===== src/inc/token_host_pkg.sv =====
/*
 * Constants shared by the token host controller: pin timing counts,
 * token address layout and port widths.
 * Assumes a 100 MHz sys_clk_i and a device whose port pins are wired
 * straight to this controller.
 */
// Function
// RQ1: Device holds eight token latches apart from memory, reachable from both ports.
// RQ2: To claim, write zero to the latch, then read it back.
// RQ3: After a token write, keep select high for the release gap before reading.
// RQ4: Readback zero means owned; one means other side holds it, keep polling.
// RQ5: Write one to release a token or withdraw a pending request.
// RQ6: Token access drives token_select_n low with memory select held high.
// RQ7: Device decodes only address bits 0-2 for token accesses.
// RQ8: Output enable and write-not-read act as for ordinary memory cycles.
// RQ9: Device takes the written token value from data bit zero only.
// RQ10: Zero written to a free token reads zero here, one on the far port.
// RQ11: Only the owning port can change a held token.
// RQ12: Zero from the non-owner while held is recorded as pending.
// RQ13: Owner writing one frees it, or hands it to a pending requester.
// RQ14: A token read drives the value onto every data line.
// RQ15: Device latches the read value so a far write cannot disturb it.
// RQ16: Simultaneous claims within the contention window grant exactly one port.
// RQ17: A token read asserts token_select_n instead of memory select, plus output enable.
// RQ18: After start-up all eight tokens are free with no pending requests.
package token_host_pkg;
	localparam int TOKEN_COUNT      = 8;
	localparam int TOKEN_ADDR_W     = 3;
	localparam int DATA_W           = 16;
	localparam int ADDR_W           = 13;
	localparam int CLK_PERIOD_NS    = 10;
	// Minimum select high time between a token write and the following read
	localparam int TOKEN_RELEASE_GAP_NS = 10;
	localparam int RELEASE_GAP_CYC  =
		(TOKEN_RELEASE_GAP_NS + CLK_PERIOD_NS - 1) / CLK_PERIOD_NS;
	// Strobe width of a write or read cycle on the pins
	localparam int STROBE_NS        = 30;
	localparam int STROBE_CYC       = (STROBE_NS + CLK_PERIOD_NS - 1) / CLK_PERIOD_NS;
	localparam int CNT_W            = 8;
	localparam logic [DATA_W-1:0] DATA_ZERO = 16'h0000;
	localparam logic [DATA_W-1:0] DATA_ONE  = 16'h0001;

	typedef enum logic [5:0] {
		ST_IDLE  = 6'b00_0001,
		ST_WRITE = 6'b00_0010,
		ST_GAP   = 6'b00_0100,
		ST_READ  = 6'b00_1000,
		ST_POLL  = 6'b01_0000,
		ST_DONE  = 6'b10_0000
	} host_state_t;
endpackage : token_host_pkg


===== src/hdl/token_host.sv =====
/*
 * Host-side controller for one port of the token latches.
 * A claim writes zero, waits the release gap, and polls until a zero
 * is read back; a release writes one. Drives the port pins directly.
 * Assumes the device answers within one strobe width and that data
 * inputs are synchronous to sys_clk_i.
 */
`timescale 1ns/10ps
`default_nettype none
module token_host #(
	parameter int DATA_W = token_host_pkg::DATA_W,
	parameter int ADDR_W = token_host_pkg::ADDR_W
) (
	input  wire logic                 sys_clk_i,
	input  wire logic                 rst_b_i,
	// User side
	input  wire logic                 claim_i,
	input  wire logic                 release_i,
	input  wire logic                 cancel_i,
	input  wire logic [2:0]           token_idx_i,
	output logic                      ready_o,
	output logic                      done_o,
	output logic                      owned_o,
	output logic [7:0]                held_o,
	// Device port pins
	output logic                      token_select_n_o,
	output logic                      mem_select_n_o,
	output logic                      out_en_n_o,
	output logic                      write_n_o,
	output logic [ADDR_W-1:0]         addr_o,
	input  wire logic [DATA_W-1:0]    data_i,
	output logic [DATA_W-1:0]         data_o,
	output logic                      data_oe_n_o
);
	localparam int CNT_W = token_host_pkg::CNT_W;

	// Phase lengths in clock cycles, rounded up from the pin timing
	localparam logic [CNT_W-1:0] STROBE_LD = CNT_W'(token_host_pkg::STROBE_CYC);
	localparam logic [CNT_W-1:0] GAP_LD    = CNT_W'(token_host_pkg::RELEASE_GAP_CYC);

	// One-hot mask of a token index; sets and clears the held bits
	function automatic logic [7:0] idx_mask(input logic [2:0] idx);
		idx_mask = 8'h01 << idx;
	endfunction : idx_mask

	// State and request bookkeeping
	token_host_pkg::host_state_t state_ff;
	token_host_pkg::host_state_t nxt_state;
	logic [2:0]                  idx_ff;
	logic [2:0]                  nxt_idx;
	logic                        wr_one_ff;
	logic                        nxt_wr_one;
	logic                        cancel_ff;
	logic                        nxt_cancel;
	logic                        owned_ff;
	logic                        nxt_owned;
	logic [7:0]                  held_ff;
	logic [7:0]                  nxt_held;

	// Registered pin drivers
	logic                        sel_n_ff;
	logic                        nxt_sel_n;
	logic                        write_n_ff;
	logic                        nxt_write_n;
	logic                        oe_n_ff;
	logic                        nxt_oe_n;
	logic                        drive_n_ff;
	logic                        nxt_drive_n;
	logic [DATA_W-1:0]           data_ff;
	logic [DATA_W-1:0]           nxt_data;
	logic [ADDR_W-1:0]           addr_ff;
	logic [ADDR_W-1:0]           nxt_addr;

	// Decode of the current state
	logic                        in_idle;
	logic                        in_write;
	logic                        in_gap;
	logic                        in_read;
	logic                        in_poll;
	logic                        in_done;

	// Decode of the next state
	logic                        to_write;
	logic                        to_read;
	logic                        state_change;

	// Phase timer
	logic                        timer_load;
	logic [CNT_W-1:0]            timer_count;
	logic                        timer_expired;

	// Events
	logic                        start_claim;
	logic                        start_release;
	logic                        write_end;
	logic                        gap_end;
	logic                        read_end;
	logic                        poll_end;
	logic                        read_zero;
	logic                        win;
	logic                        one_written;
	logic [7:0]                  cur_mask;

	assign in_idle  = (state_ff == token_host_pkg::ST_IDLE);
	assign in_write = (state_ff == token_host_pkg::ST_WRITE);
	assign in_gap   = (state_ff == token_host_pkg::ST_GAP);
	assign in_read  = (state_ff == token_host_pkg::ST_READ);
	assign in_poll  = (state_ff == token_host_pkg::ST_POLL);
	assign in_done  = (state_ff == token_host_pkg::ST_DONE);

	assign to_write     = (nxt_state == token_host_pkg::ST_WRITE);
	assign to_read      = (nxt_state == token_host_pkg::ST_READ);
	assign state_change = (nxt_state != state_ff);

	// A claim wins over a release offered in the same cycle
	assign start_claim   = in_idle && claim_i;
	assign start_release = in_idle && !claim_i && release_i;

	assign write_end = in_write && timer_expired;
	assign gap_end   = in_gap && timer_expired;
	assign read_end  = in_read && timer_expired;
	assign poll_end  = in_poll && timer_expired;

	// Every data line carries the token value, so all-zero means ours
	assign read_zero   = (data_i == '0);                      // RQ4
	assign win         = read_end && read_zero;               // RQ4
	assign one_written = write_end && wr_one_ff;              // RQ5
	assign cur_mask    = idx_mask(idx_ff);

	// Every phase starts with a fresh load; strobes and gaps differ in length
	assign timer_load  = state_change;
	assign timer_count = (to_write || to_read) ? STROBE_LD : GAP_LD;

	cycle_timer #(
		.W         (CNT_W)
	) i_phase_timer (
		.sys_clk_i (sys_clk_i),
		.rst_b_i   (rst_b_i),
		.load_i    (timer_load),
		.count_i   (timer_count),
		.expired_o (timer_expired)
	);

	always_comb begin
		nxt_state = state_ff;
		unique case (state_ff)
			token_host_pkg::ST_IDLE: begin
				if (start_claim || start_release) begin
					nxt_state = token_host_pkg::ST_WRITE;
				end
			end
			token_host_pkg::ST_WRITE: begin
				// A zero is followed by the readback, a one ends the job
				if (write_end) begin
					nxt_state = wr_one_ff ? token_host_pkg::ST_DONE
						: token_host_pkg::ST_GAP;          // RQ2
				end
			end
			token_host_pkg::ST_GAP: begin
				// Select stays high for the release gap before the read
				if (gap_end) begin
					nxt_state = token_host_pkg::ST_READ;   // RQ3
				end
			end
			token_host_pkg::ST_READ: begin
				if (read_end) begin
					nxt_state = read_zero ? token_host_pkg::ST_DONE
						: token_host_pkg::ST_POLL;         // RQ4
				end
			end
			token_host_pkg::ST_POLL: begin
				// A withdraw goes out as a one; otherwise keep polling
				if (poll_end) begin
					nxt_state = cancel_ff ? token_host_pkg::ST_WRITE
						: token_host_pkg::ST_READ;         // RQ4 RQ5
				end
			end
			token_host_pkg::ST_DONE: begin
				nxt_state = token_host_pkg::ST_IDLE;
			end
			default: begin
				// Illegal one-hot code: fall back to idle
				nxt_state = token_host_pkg::ST_IDLE;
			end
		endcase
	end

	always_comb begin
		nxt_idx    = idx_ff;
		nxt_wr_one = wr_one_ff;
		if (start_claim || start_release) begin
			nxt_idx    = token_idx_i;
			nxt_wr_one = start_release;                   // RQ2 RQ5
		end else if (poll_end && cancel_ff) begin
			nxt_wr_one = 1'b1;                            // RQ5
		end
	end

	// A cancel is kept until the job ends; it only acts between polls
	assign nxt_cancel = in_done ? 1'b0 : (cancel_ff || (cancel_i && !in_idle));

	always_comb begin
		nxt_owned = owned_ff;
		nxt_held  = held_ff;
		if (win) begin
			nxt_owned = 1'b1;
			nxt_held  = held_ff | cur_mask;
		end else if (one_written) begin
			nxt_owned = 1'b0;
			nxt_held  = held_ff & ~cur_mask;
		end
	end

	// Pins follow the next state so they change together on one edge
	assign nxt_sel_n   = !(to_write || to_read);            // RQ6 RQ17
	assign nxt_write_n = !to_write;                         // RQ8
	assign nxt_oe_n    = !to_read;                          // RQ8 RQ17
	assign nxt_drive_n = !to_write;
	assign nxt_data    = DATA_W'(nxt_wr_one);
	// Upper address lines are held low; only the token index matters
	assign nxt_addr    = ADDR_W'(nxt_idx);

	always_ff @(posedge sys_clk_i or negedge rst_b_i) begin
		if (!rst_b_i) begin
			state_ff <= token_host_pkg::ST_IDLE;
		end else begin
			state_ff <= nxt_state;
		end
	end

	always_ff @(posedge sys_clk_i or negedge rst_b_i) begin
		if (!rst_b_i) begin
			idx_ff    <= '0;
			wr_one_ff <= 1'b0;
			cancel_ff <= 1'b0;
		end else begin
			idx_ff    <= nxt_idx;
			wr_one_ff <= nxt_wr_one;
			cancel_ff <= nxt_cancel;
		end
	end

	always_ff @(posedge sys_clk_i or negedge rst_b_i) begin
		if (!rst_b_i) begin
			owned_ff <= 1'b0;
			held_ff  <= '0;
		end else begin
			owned_ff <= nxt_owned;
			held_ff  <= nxt_held;
		end
	end

	always_ff @(posedge sys_clk_i or negedge rst_b_i) begin
		if (!rst_b_i) begin
			sel_n_ff   <= 1'b1;
			write_n_ff <= 1'b1;
			oe_n_ff    <= 1'b1;
			drive_n_ff <= 1'b1;
		end else begin
			sel_n_ff   <= nxt_sel_n;
			write_n_ff <= nxt_write_n;
			oe_n_ff    <= nxt_oe_n;
			drive_n_ff <= nxt_drive_n;
		end
	end

	always_ff @(posedge sys_clk_i or negedge rst_b_i) begin
		if (!rst_b_i) begin
			data_ff <= '0;
			addr_ff <= '0;
		end else begin
			data_ff <= nxt_data;
			addr_ff <= nxt_addr;
		end
	end

	assign ready_o          = in_idle;
	assign done_o           = in_done;
	assign owned_o          = owned_ff;
	assign held_o           = held_ff;
	// Memory select never asserts: this controller only reaches the tokens
	assign mem_select_n_o   = 1'b1;                         // RQ6
	assign token_select_n_o = sel_n_ff;
	assign out_en_n_o       = oe_n_ff;
	assign write_n_o        = write_n_ff;
	assign addr_o           = addr_ff;
	assign data_o           = data_ff;
	assign data_oe_n_o      = drive_n_ff;
endmodule : token_host
`default_nettype wire


===== src/hdl/cycle_timer.sv =====
/*
 * Down counter that times one pin phase.
 * Assumes the loader gives a nonzero count.
 */
`timescale 1ns/10ps
`default_nettype none
module cycle_timer #(
	parameter int W = 8
) (
	input  wire logic         sys_clk_i,
	input  wire logic         rst_b_i,
	input  wire logic         load_i,
	input  wire logic [W-1:0] count_i,
	output logic              expired_o
);
	logic [W-1:0] cnt_ff;
	logic [W-1:0] nxt_cnt;

	assign nxt_cnt   = load_i ? count_i : (cnt_ff != '0 ? cnt_ff - W'(1) : cnt_ff);
	// Plain decode of the count: the loader reacts to this flag, so gating it
	// with load_i would close a combinational loop through the loader
	assign expired_o = (cnt_ff == W'(1));

	always_ff @(posedge sys_clk_i or negedge rst_b_i) begin
		if (!rst_b_i) begin
			cnt_ff <= '0;
		end else begin
			cnt_ff <= nxt_cnt;
		end
	end
endmodule : cycle_timer
`default_nettype wire


===== config.mk =====
export PLATFORM = sky130hd
export DESIGN_NAME = token_host
export DESIGN_NICKNAME = d
export VERILOG_FILES = /design/src/inc/token_host_pkg.sv /design/src/hdl/token_host.sv /design/src/hdl/cycle_timer.sv
export SDC_FILE = /design/constraint.sdc
export NUM_CORES = 1
export LEC_CHECK = 0
export BUFFER_PORTS_ARGS = -buffer_cell sky130_fd_sc_hd__clkbuf_2
export CELL_PAD_IN_SITES_DETAIL_PLACEMENT = 0
export CELL_PAD_IN_SITES_GLOBAL_PLACEMENT = 1
export CORE_ASPECT_RATIO = 0.7
export CORE_MARGIN = 5
export CORE_UTILIZATION = 35
export CTS_CLUSTER_DIAMETER = 40
export CTS_CLUSTER_SIZE = 14
export DETAILED_ROUTE_END_ITERATION = 10
export HOLD_SLACK_MARGIN = 0.05
export MAX_ROUTING_LAYER = met4
export PLACE_DENSITY = 0.86
export SYNTH_ARGS = -nofsm -noshare
export SYNTH_HDL_FRONTEND = slang
export SYNTH_SLANG_ARGS = --single-unit

===== constraint.sdc =====
create_clock -name sys_clk_i -period 6.35 [get_ports sys_clk_i]
set_clock_uncertainty 0.2 [all_clocks]
set_input_delay 1.905 -clock sys_clk_i [delete_from_list [all_inputs] [get_ports sys_clk_i]]
set_output_delay 1.905 -clock sys_clk_i [all_outputs]
set_load 0.02 [all_outputs]

-- Yosys cells after proc, flatten, opt, wreduce, memory -nomap -nowiden
Cells that the tools add are included.
- add/subtract/negate cells: 1
- equality and inequality tests: 10
- shift operators: 1
- mux-type cells: 20
- bitwise gates (word level): 3
- reduce and logical (&&, ||, !) cells: 24
- operators with widths (cell ; count):
    2-to-1 mux 6 bit ; 7
    2-to-1 mux 8 bit ; 4
    one-hot mux 6 bit (5 select lines) ; 1
    zero test 16 bit ; 1
    == test 6 x 2 -> 1 bit (second input constant) ; 2
    == test 6 x 4 -> 1 bit (second input constant) ; 2
    logical AND 1 bit ; 11
    AND 8 bit ; 1
    == test 8 x 1 -> 1 bit (second input constant) ; 1
    inverter 8 bit ; 1
    OR 8 bit ; 1
    nonzero test 8 bit ; 1
    left shift 1 x 3 -> 8 bit (first input constant) ; 1
    subtractor 8 x 1 -> 8 bit (second input constant) ; 1
    == test 6 x 1 -> 1 bit (second input constant) ; 1
    == test 6 x 3 -> 1 bit (second input constant) ; 1
    == test 6 x 5 -> 1 bit (second input constant) ; 1
    == test 6 bit (second input constant) ; 1
    != test 6 bit ; 1
    nonzero test 2 bit ; 3
    zero test 1 bit ; 5
    2-to-1 mux 1 bit ; 5
    2-to-1 mux 4 bit ; 1
    logical OR 1 bit ; 3
    2 further kinds ; 2
- flip-flop bits (word level): 31
- bits of input ports: 24
- output and inout port bits: 45
- logic and storage cells: 69

-- Depth between registers and ports, before layout
Gate-level depths: netlist of run 1.
- word-level depth: 10
- depth in mapped cells: 7
- mapped depth without buffers: 6

-- By module
From an unflattened synthesis of run 1, not the netlist that was laid out.
- cell total of the unflattened synthesis: 205
- area, all modules: 1924.3 um^2
- by module, submodules not included (module ; instances ; cells an instance ; area an instance (um^2) ; sequential area each (um^2)):
    token_host ; 1 ; 149 ; 1372.6 ; 580.6
    cycle_timer ; 1 ; 56 ; 551.8 ; 200.2

-- Least setup slack after synthesis of run 1
No wires, ideal clock.
- path kind: reg2out
- start point: reg state_ff[3]
- end point: out done_o
- arrival: 1549 ps
- data required time: 4245 ps
- setup slack: 2696 ps
- cell stages (with the launch flop): 3
- buffers on the path: 0
- cells stage by stage: dfrtp_1 -> or4_4 -> nor3b_1
- longest elaborated chain between the ends: 1
- ends and longest elaborated chain (what ; RTL line ; text):
    start: declaration ; token_host.sv:47 ; token_host_pkg::host_state_t state_ff;
    start signal: assignment ; token_host.sv:225 ; state_ff <= token_host_pkg::ST_IDLE;
    start signal: assignment ; token_host.sv:227 ; state_ff <= nxt_state;
    == test 6 bit ; token_host.sv:109 ; assign in_done = (state_ff == token_host_pkg::ST_DONE);
    end: declaration ; token_host.sv:22 ; output logic done_o,
No other way between the ends.

-- Worst setup path in the final report of run 1
- start point: reg state_ff[1]
- end point: out done_o
Same word-level chain as after synthesis.

==> results of run 1 <==
-- per-layer routing --
| metal | track usage | wire, um |
|---|---|---|
| met1 | 0.182 | 2200 |
| met2 | 0.159 | 1660 |
| met3 | 0.0394 | 311 |
| met4 | 0.0379 | 27 |
| met5 | - | 0 |
-- cells in the mapped netlist (all sizes together), types with 2 or more instances --
master	n
a211oi	2
or3	2
o21ai	8
and3	2
nand2b	3
nor3	2
conb	2
a2111oi	2
inv	5
and4b	2
buf	32
o41ai	4
nand2	6
nor4	6
a21oi	7
or4	3
xor2	2
mux2	4
nor2	11
nand4	2
dfrtp	27
dfstp	4
o31ai	10
nor2b	3
ha	3
nand3b	2
xnor2	3
nand3	4
nor4b	2
nor3b	2
-- critical path: stages, from the launching register on --
cell and delay [ns]:
dfrtp_1 0.53, or4_4 0.55, nor3b_1 0.26, clkbuf_2 0.22
-- cells in the final DEF, fill, tap and decap left out, types with 5 or more instances in the layout --
cell	instances
clkbuf_8	5
inv_1	5
dfrtp_1	27
clkbuf_2	42
o31ai_1	10
a21oi_1	7
nor2_1	10
conb_1	26
o21ai_0	8
nor4_1	5
nand2_1	6
-- final cells by class --
| type | instances | area, um^2 |
|---|---|---|
| fill | 513 | 3150 |
| multi-input combinational | 139 | 983 |
| tap | 72 | 90.1 |
| inverter | 5 | 18.8 |
| clock buffer | 7 | 76.3 |
| timing repair buffer | 42 | 210 |
| clock inverter | 1 | 5.00 |
| sequential | 31 | 781 |
-- per-stage QoR --
step | hold WS (ns) | total power (uW)
after global placement | 0.285 | 807
after global routing | 0.340 | 1040
after floorplan | 0.293 | 712
final | 0.308 | 965
after detailed placement | 0.293 | 813
after CTS | 0.308 | 969
-- power breakdown --
group | switching, uW | internal (uW) | total (uW)
registers | 77.2 | 267 | 344
clock network | 74.3 | 76.9 | 151
logic | 288 | 182 | 469
-- cell families after synthesis --
| group | Yosys count | synth area share |
|---|---|---|
| buffers and inverters | 37 | 0.135 |
| AO/OA/AOI/OAI | 41 | 0.164 |
| other | 2 | 0.00388 |
| AND/OR/NAND/NOR | 59 | 0.221 |
| flip-flops | 31 | 0.403 |
| adder cells (fa/ha/maj) | 3 | 0.0194 |
| multiplexers | 5 | 0.0304 |
| XOR/XNOR | 5 | 0.0226 |
-- path summary, 6_finish.rpt --
path | startpoint | to | depth (start not counted)
worst max-delay path | state_ff[1] | done_o | 3
worst min-delay path | flop | flop | 2
worst min register to register | flop | flop | 2
max in group asynchronous | rst_b_i | addr_o[2] | 1
worst max register to register | i_phase_timer.cnt_ff[1] | i_phase_timer.cnt_ff[1] | 6
min in group asynchronous | rst_b_i | data_o[0] | 1
==> impl_metrics.env, run 1 <==
export IMPL_crit_path_end_kind="output pin"
export IMPL_gr_total_overflow=0
export IMPL_leakagePower_uw=0.000940
export IMPL_pre_cts_ws_ns=2.70
export IMPL_post_cts_repair_setup_buffers=0
export IMPL_syn_area_mm2=0.00194
export IMPL_reg2reg_slack_ns=4.02
export IMPL_io_pins=69
export IMPL_power_per_cell_area_mw_per_mm2=446
export IMPL_drive_above_1_share=0.338
export IMPL_totalWireLength_um=4200
export IMPL_synthCells=183
export IMPL_die_y_um=72.2
export IMPL_hpwl_um=3110
export IMPL_finish_utilization=0.407
export IMPL_ctsHtreeMaxLevel=2
export IMPL_avgSynthCellArea_um2=10.6
export IMPL_grt_max_degree=32
export IMPL_nNetsFinal=251
export IMPL_cts_tree="yes"
export IMPL_fin_crit_sh=0.621
export IMPL_ctsHoldBuffers=0
export IMPL_drtAntennaViolNets=0
export IMPL_setup_viol=0
export IMPL_maxCapViolCount=0
export IMPL_period_minus_slack_ns=3.95
export IMPL_maxSlewViolCount=0
export IMPL_yosysUniqueCellTypes=59
export IMPL_clk_pin_slew_worst_paths_ns=0.07
export IMPL_hp_class="reg2reg"
export IMPL_cts_resized=0
export IMPL_synth_yosys_seq_area_share=0.403
export IMPL_num_vias=1454
export IMPL_syn2layout_area_growth_pct=11.8
export IMPL_layout_cells_non_filler=297
export IMPL_routabilityCongestion=0.824
export IMPL_synth_area_top_cells="dfrtp_1, buf_4, dfstp_2, o31ai_1, o21ai_0"
export IMPL_finalHoldViolCount=0
export IMPL_start_util=0.364
export IMPL_ir_worst_vdd_uv=260
export IMPL_dr_pass1_iters=4
export IMPL_fp_coreArea_mm2=0.00531
export IMPL_design_area_mm2=0.00216
export IMPL_arrival_ns=1.84
export IMPL_dp_cells=289
export IMPL_grt_pass1_vias=1381
export IMPL_crit_type="reg2out"
export IMPL_fin_tns_setup_ns=0
export IMPL_rsz0062_at_grt="no"
export IMPL_crit_required_ns=4.24
export IMPL_worst_pin_slew_ns=0.795
export IMPL_die_width_um=98.9
export IMPL_io_buffers=42
export IMPL_clock_path_buffers=2
export IMPL_grt_first_pass_wirelength_um=6820
export IMPL_yosys_warnings=0
export IMPL_drt_iter0_drc=53
export IMPL_critical_path_max_fanout=13
export IMPL_diodes=0
export IMPL_relSlewSlack=0.470
export IMPL_design_die_area_mm2=0.00714
export IMPL_drc=0
export IMPL_routedWlPerCell_um=14.1
export IMPL_synthArstFlopShare=1.00
export IMPL_num_rows=22
export IMPL_clock_latency_ns=0.28
export IMPL_yosys_area_top_type="dfrtp_1"
export IMPL_antenna_found_initial=0
export IMPL_via_per_inst=4.90
export IMPL_synth_top_area_frac=0.349
export IMPL_cts_buffers=5
export IMPL_cts_sinks=31
export IMPL_placed_area_mm2=0.00208
export IMPL_clockRootBuffer="clkbuf_8"
export IMPL_fin_ws_ns=2.40
export IMPL_fmax_ghz=0.253
export IMPL_grt_use_total=0.124
export IMPL_synth_edf_count=0
export IMPL_status="finished clean"
export IMPL_synth_main_ff_cell="dfrtp_1"
export IMPL_ys_ff_latch=31
export IMPL_cp_start_kind="flop"
(Power assumes the default switching activity.)
==> inputs of run 2 (changes only) <==
--- a/config.mk
+++ b/config.mk
@@ -5,6 +5,7 @@
 export SDC_FILE = /design/constraint.sdc
 export NUM_CORES = 1
 export LEC_CHECK = 0
+export ABC_AREA = 1
 export BUFFER_PORTS_ARGS = -buffer_cell sky130_fd_sc_hd__clkbuf_2
 export CELL_PAD_IN_SITES_DETAIL_PLACEMENT = 0
 export CELL_PAD_IN_SITES_GLOBAL_PLACEMENT = 1
@@ -16,7 +17,7 @@
 export DETAILED_ROUTE_END_ITERATION = 10
 export HOLD_SLACK_MARGIN = 0.05
 export MAX_ROUTING_LAYER = met4
-export PLACE_DENSITY = 0.86
+export PLACE_DENSITY = 0.91
 export SYNTH_ARGS = -nofsm -noshare
 export SYNTH_HDL_FRONTEND = slang
 export SYNTH_SLANG_ARGS = --single-unit
==> constraint.sdc (replaced) <==
create_clock -name sys_clk_i -period 3.85 [get_ports sys_clk_i]
set_clock_uncertainty 0.2 [all_clocks]
set_input_delay 1.155 -clock sys_clk_i [delete_from_list [all_inputs] [get_ports sys_clk_i]]
set_output_delay 1.155 -clock sys_clk_i [all_outputs]
set_load 0.02 [all_outputs]
==> impl_metrics.env, run 2 <==
export IMPL_grt_use_total=0.117
export IMPL_fin_tns_setup_ns=0
export IMPL_post_cts_repair_setup_buffers=0
export IMPL_avgSynthCellArea_um2=7.70
export IMPL_dp_cells=359
export IMPL_synthTopCellsByCount="nand2_1, nor2_1, buf_4"
export IMPL_hold_slack_ns=0.272
export IMPL_grt_max_degree=32
export IMPL_drt_iter0_drc=86
export IMPL_cts_buffers=5
export IMPL_diodes=0
export IMPL_rsz0062_at_grt="no"
export IMPL_drtAntennaViolNets=0
export IMPL_die_y_um=72.0
export IMPL_synth_yosys_seq_area_share=0.406
export IMPL_maxSlewViolCount=0
export IMPL_final_common_cell="nand2_1"
export IMPL_cts_tree="yes"
export IMPL_fmax_ghz=0.355
export IMPL_design_die_area_mm2=0.00710
export IMPL_cpPeakStageDelay_ns=0.42
export IMPL_yosys_area_top_type="dfrtp_1"
export IMPL_fin_crit_sh=0.732
export IMPL_drive_above_1_share=0.251
export IMPL_relSlewSlack=0.485
export IMPL_layout_common_cells="nand2_1, clkbuf_2, nor2_1"
export IMPL_num_rows=22
export IMPL_cts_resized=0
export IMPL_die_width_um=98.6
export IMPL_synth_main_ff_cell="dfrtp_1"
export IMPL_synth_edf_count=0
export IMPL_maxCapViolCount=0
export IMPL_via_per_inst=4.24
export IMPL_hp_class="reg2reg"
export IMPL_worst_pin_slew_ns=0.772
export IMPL_cp_start_kind="flop"
export IMPL_cp_top_family="simple AND/OR/NAND/NOR gates"
export IMPL_start_util=0.364
export IMPL_synth_top_area_frac=0.351
export IMPL_period_minus_slack_ns=2.82
export IMPL_io_pins=69
export IMPL_fp_coreArea_mm2=0.00529
export IMPL_clock_latency_ns=0.28
export IMPL_synthCells=250
export IMPL_crit_required_ns=2.49
export IMPL_syn_area_mm2=0.00192
export IMPL_dr_pass1_iters=5
export IMPL_grt_first_pass_wirelength_um=6380
export IMPL_finish_utilization=0.411
export IMPL_ctsHoldBuffers=0
export IMPL_leakagePower_uw=0.00116
export IMPL_ys_ff_latch=31
export IMPL_nNetsFinal=321
export IMPL_clockRootBuffer="clkbuf_8"
export IMPL_arrival_ns=1.46
export IMPL_critical_path_max_fanout=4
export IMPL_status="finished clean"
export IMPL_hpwl_um=3150
export IMPL_totalWireLength_um=3910
export IMPL_ir_worst_vdd_uv=187
export IMPL_synthArstFlopShare=1.00
export IMPL_clock_path_buffers=2
export IMPL_crit_path_end_kind="output pin"
export IMPL_critPathBufInv=1
export IMPL_routedWlPerCell_um=10.7
export IMPL_power_per_cell_area_mw_per_mm2=697
export IMPL_io_buffers=42
export IMPL_yosysMostFrequentCell="nand2_1"
export IMPL_gr_total_overflow=0
export IMPL_routabilityCongestion=0.830
export IMPL_cts_sinks=31
export IMPL_ctsHtreeMaxLevel=2
export IMPL_num_vias=1555
export IMPL_cp_slowest_cell="dfrtp_1"
export IMPL_layout_cells_non_filler=367
export IMPL_clk_pin_slew_worst_paths_ns=0.07
export IMPL_synth_area_top_cells="dfrtp_1, nand2_1, buf_4, nor2_1, dfstp_2"
export IMPL_antenna_found_initial=0
export IMPL_grt_pass1_vias=1363
export IMPL_drc=0
export IMPL_crit_type="reg2out"
export IMPL_yosysUniqueCellTypes=29
export IMPL_path_cells="nor2_2, nand2_1, nor3_1, clkbuf_2"
export IMPL_syn2layout_area_growth_pct=13.0
export IMPL_setup_viol=0
export IMPL_finalHoldViolCount=0
export IMPL_yosys_warnings=0
==> run 2: cell types whose count changed after synthesis, moves of 6 or more <==
cell     change
inv_1       +15
nand2_1     +55
nand3_1     +15
nor2_1      +30
nor2_2       +6
o31ai_1     -10
==> run 2: cell families (layout without fill, tap and decap cells) <==
logic type | Yosys count | count (layout) | synth area share
muxes | 1 | 1 | 0.00520
buffers and inverters | 52 | 73 | 0.160
and+or+nand+nor | 140 | 140 | 0.334
AOI/OAI and AO/OA | 18 | 18 | 0.0579
adders and majority gates | 3 | 3 | 0.0195
DFF | 31 | 31 | 0.406
xor gates and xnor gates | 3 | 3 | 0.0137
other | 2 | 26 | 0.00390
==> run 2: per-layer routing <==
layer,global-route usage,vias up,share of wire
met5,-,-,0
met4,0.0455,0,0.012
met3,0.0317,2,0.069
met2,0.163,51,0.44
met1,0.160,689,0.48
li1,-,813,-
==> run 2: final timing paths <==
check                                         from                      end  slack, ns  depth (start not counted)
min in group asynchronous                  rst_b_i  i_phase_timer.cnt_ff[6]       0.74                          1
setup reg to reg           i_phase_timer.cnt_ff[1]                     flop       1.89                         11
hold reg to reg                               flop                     flop       0.27                          2
hold / removal                                flop                     flop       0.27                          2
setup / recovery                       state_ff[3]                   done_o       1.03                          4
max in group asynchronous                  rst_b_i              state_ff[1]       2.22                          1
==> run 2: final cells by class <==
class,count,area (um^2)
well taps,72,90.1
repair buffers,42,210
fillers,546,3110
clock buffers,7,76.3
inverters,23,86.3
flip-flops and latches,31,781
multi-input cells,191,926
clock inverters,1,5.00
==> run 2: where the power goes <==
| part | internal [uW] | leakage, uW | switching, uW | total, uW |
|---|---|---|---|---|
| Clock | 127 | 0.0000422 | 116 | 243 |
| Combinational | 245 | 0.000722 | 532 | 777 |
| Sequential | 422 | 0.000394 | 73.7 | 495 |
==> run 2: worst register-to-register path, stage by stage (launching register included) <==
cell and delay [ns]:
dfrtp_1 0.36, inv_1 0.14, ha_1 0.24, inv_1 0.05, nor2_1 0.16, nand2_2 0.10, nor2_2 0.11, nand2_2 0.10
o21ai_4 0.17, nand2_1 0.11, nand2_1 0.07, nand2_1 0.04
==> run 2: per-stage QoR <==
stage / setup slack, ns / cell area (um^2) / total power, uW
3_3_place_gp: 1.33 / 2090 / 1270
5_1_grt: 0.963 / 2170 / 1660
4_1_cts: 1.02 / 2170 / 1530
6_report: 1.03 / 2170 / 1510
3_5_place_dp: 1.28 / 2090 / 1290
2_1_floorplan: 1.39 / 2010 / 1130
==> inputs of run 3 (changes only) <==
==> constraint.sdc (replaced) <==
create_clock -name sys_clk_i -period 2.6 [get_ports sys_clk_i]
set_clock_uncertainty 0.2 [all_clocks]
set_input_delay 0.78 -clock sys_clk_i [delete_from_list [all_inputs] [get_ports sys_clk_i]]
set_output_delay 0.78 -clock sys_clk_i [all_outputs]
set_load 0.02 [all_outputs]
==> impl_metrics.env, run 3 (synthesis gave the netlist of run 2 again) <==
export IMPL_gr_total_overflow=0
export IMPL_rsz0062_at_grt="no"
export IMPL_crit_required_ns=1.62
export IMPL_fin_tns_setup_ns=0
export IMPL_cts_resized=0
export IMPL_io_buffers=42
export IMPL_hp_class="reg2reg"
export IMPL_ctsHtreeMaxLevel=2
export IMPL_via_per_inst=4.25
export IMPL_layout_common_cells="nand2_1, clkbuf_2, nor2_1"
export IMPL_dp_cells=359
export IMPL_cts_buffers=5
export IMPL_fmax_ghz=0.416
export IMPL_routedWlPerCell_um=10.7
export IMPL_crit_path_end_kind="output pin"
export IMPL_fp_coreArea_mm2=0.00529
export IMPL_critical_path_max_fanout=4
export IMPL_finalHoldViolCount=0
export IMPL_setup_viol=0
export IMPL_period_minus_slack_ns=2.40
export IMPL_io_pins=69
export IMPL_pre_cts_ws_ns=0.420
export IMPL_dr_pass1_iters=4
export IMPL_leakagePower_uw=0.00117
export IMPL_arrival_ns=1.42
export IMPL_grt_first_pass_wirelength_um=6380
export IMPL_seq_area_um2=781
export IMPL_crit_type="reg2out"
export IMPL_num_vias=1559
export IMPL_cp_slowest_cell="dfstp_2"
export IMPL_die_width_um=98.6
export IMPL_final_common_cell="nand2_1"
export IMPL_drt_iter0_drc=109
export IMPL_fin_crit_sh=0.924
export IMPL_drc=0
export IMPL_status="finished clean"
export IMPL_maxCapViolCount=0
export IMPL_path_cells="nor2_1, nand2_1, nor3_1, clkbuf_2"
export IMPL_hpwl_um=3120
export IMPL_nFillCells=543
export IMPL_power_per_cell_area_mw_per_mm2=1050
export IMPL_num_rows=22
export IMPL_relSlewSlack=0.486
export IMPL_clock_latency_ns=0.28
export IMPL_layout_cells_non_filler=367
export IMPL_maxSlewViolCount=0
export IMPL_clockRootBuffer="clkbuf_8"
export IMPL_grt_pass1_vias=1384
export IMPL_fin_ws_ns=0.198
export IMPL_design_die_area_mm2=0.00710
export IMPL_cts_sinks=31
export IMPL_post_cts_repair_setup_buffers=0
export IMPL_routabilityCongestion=0.828
export IMPL_ir_worst_vdd_uv=268
export IMPL_cts_tree="yes"
export IMPL_die_y_um=72.0
export IMPL_grt_use_total=0.118
export IMPL_grt_max_degree=32
export IMPL_drive_above_1_share=0.254
export IMPL_drtAntennaViolNets=0
export IMPL_totalWireLength_um=3920
export IMPL_worst_pin_slew_ns=0.771
export IMPL_diodes=0
export IMPL_antenna_found_initial=0
export IMPL_syn2layout_area_growth_pct=14.0
export IMPL_start_util=0.364
export IMPL_clock_path_buffers=2
export IMPL_cpPeakStageDelay_ns=0.39
export IMPL_ctsHoldBuffers=0
export IMPL_cp_start_kind="flop"
export IMPL_multi_input_comb_area_um2=926
export IMPL_nNetsFinal=321
export IMPL_clk_pin_slew_worst_paths_ns=0.06
## run 3: cell count changes in the layout (fill, tap and decap cells not counted), sizes merged
cell,delta
clkbuf,+1
clkinv,-1
## run 3: cell type report
| type | instances | share of cell area |
|---|---|---|
| Tap cell | 72 | 0.0411 |
| Sequential cell | 31 | 0.356 |
| Multi-Input combinational cell | 191 | 0.422 |
| Clock buffer | 8 | 0.0456 |
| Timing Repair Buffer | 42 | 0.0958 |
| Inverter | 23 | 0.0394 |
## run 3: worst max-delay path: cells and delay by family, from the launching register on
family,cells,cell delay [ns]
simple gates,3,0.53
flops,1,0.39
buf+inv,1,0.23
## run 3: through the flow
| stage | total power, uW | instance area [um^2] | hold slack [ns] | util |
|---|---|---|---|---|
| 2_1_floorplan | 1670 | 2010 | 0.284 | - |
| 3_3_place_gp | 1880 | 2090 | 0.260 | 0.396 |
| 3_5_place_dp | 1900 | 2090 | 0.262 | 0.396 |
| 4_1_cts | 2320 | 2190 | 0.277 | 0.415 |
| 5_1_grt | 2500 | 2190 | 0.293 | 0.415 |
| 6_report | 2300 | 2190 | 0.277 | 0.415 |
## run 3: final timing paths
path,depth (start not counted),startpoint,end,slack [ns]
worst max-delay path,4,state_ff[0],done_o,0.20
worst min-delay path,2,flop,flop,0.28
worst max register to register,11,i_phase_timer.cnt_ff[1],flop,0.61
worst min register to register,2,flop,flop,0.28
max in group asynchronous,1,rst_b_i,asynchronous set/reset pin,1.34
min in group asynchronous,1,rst_b_i,i_phase_timer.cnt_ff[2],0.37
## run 3: layer usage
metal	up-vias	routed length [um]	global-route usage
met1	696	1910	0.168
li1	809	-	-
met4	0	46	0.0591
met5	-	0	-
met3	2	247	0.0240
met2	52	1710	0.158
## run 3: report_power, final
part	internal, uW	switching [uW]	leakage [uW]	total, uW
Clock	241	172	0.0000515	414
Combinational	363	788	0.000722	1150
Sequential	625	109	0.000394	734
Total	1230	1070	0.00117	2300
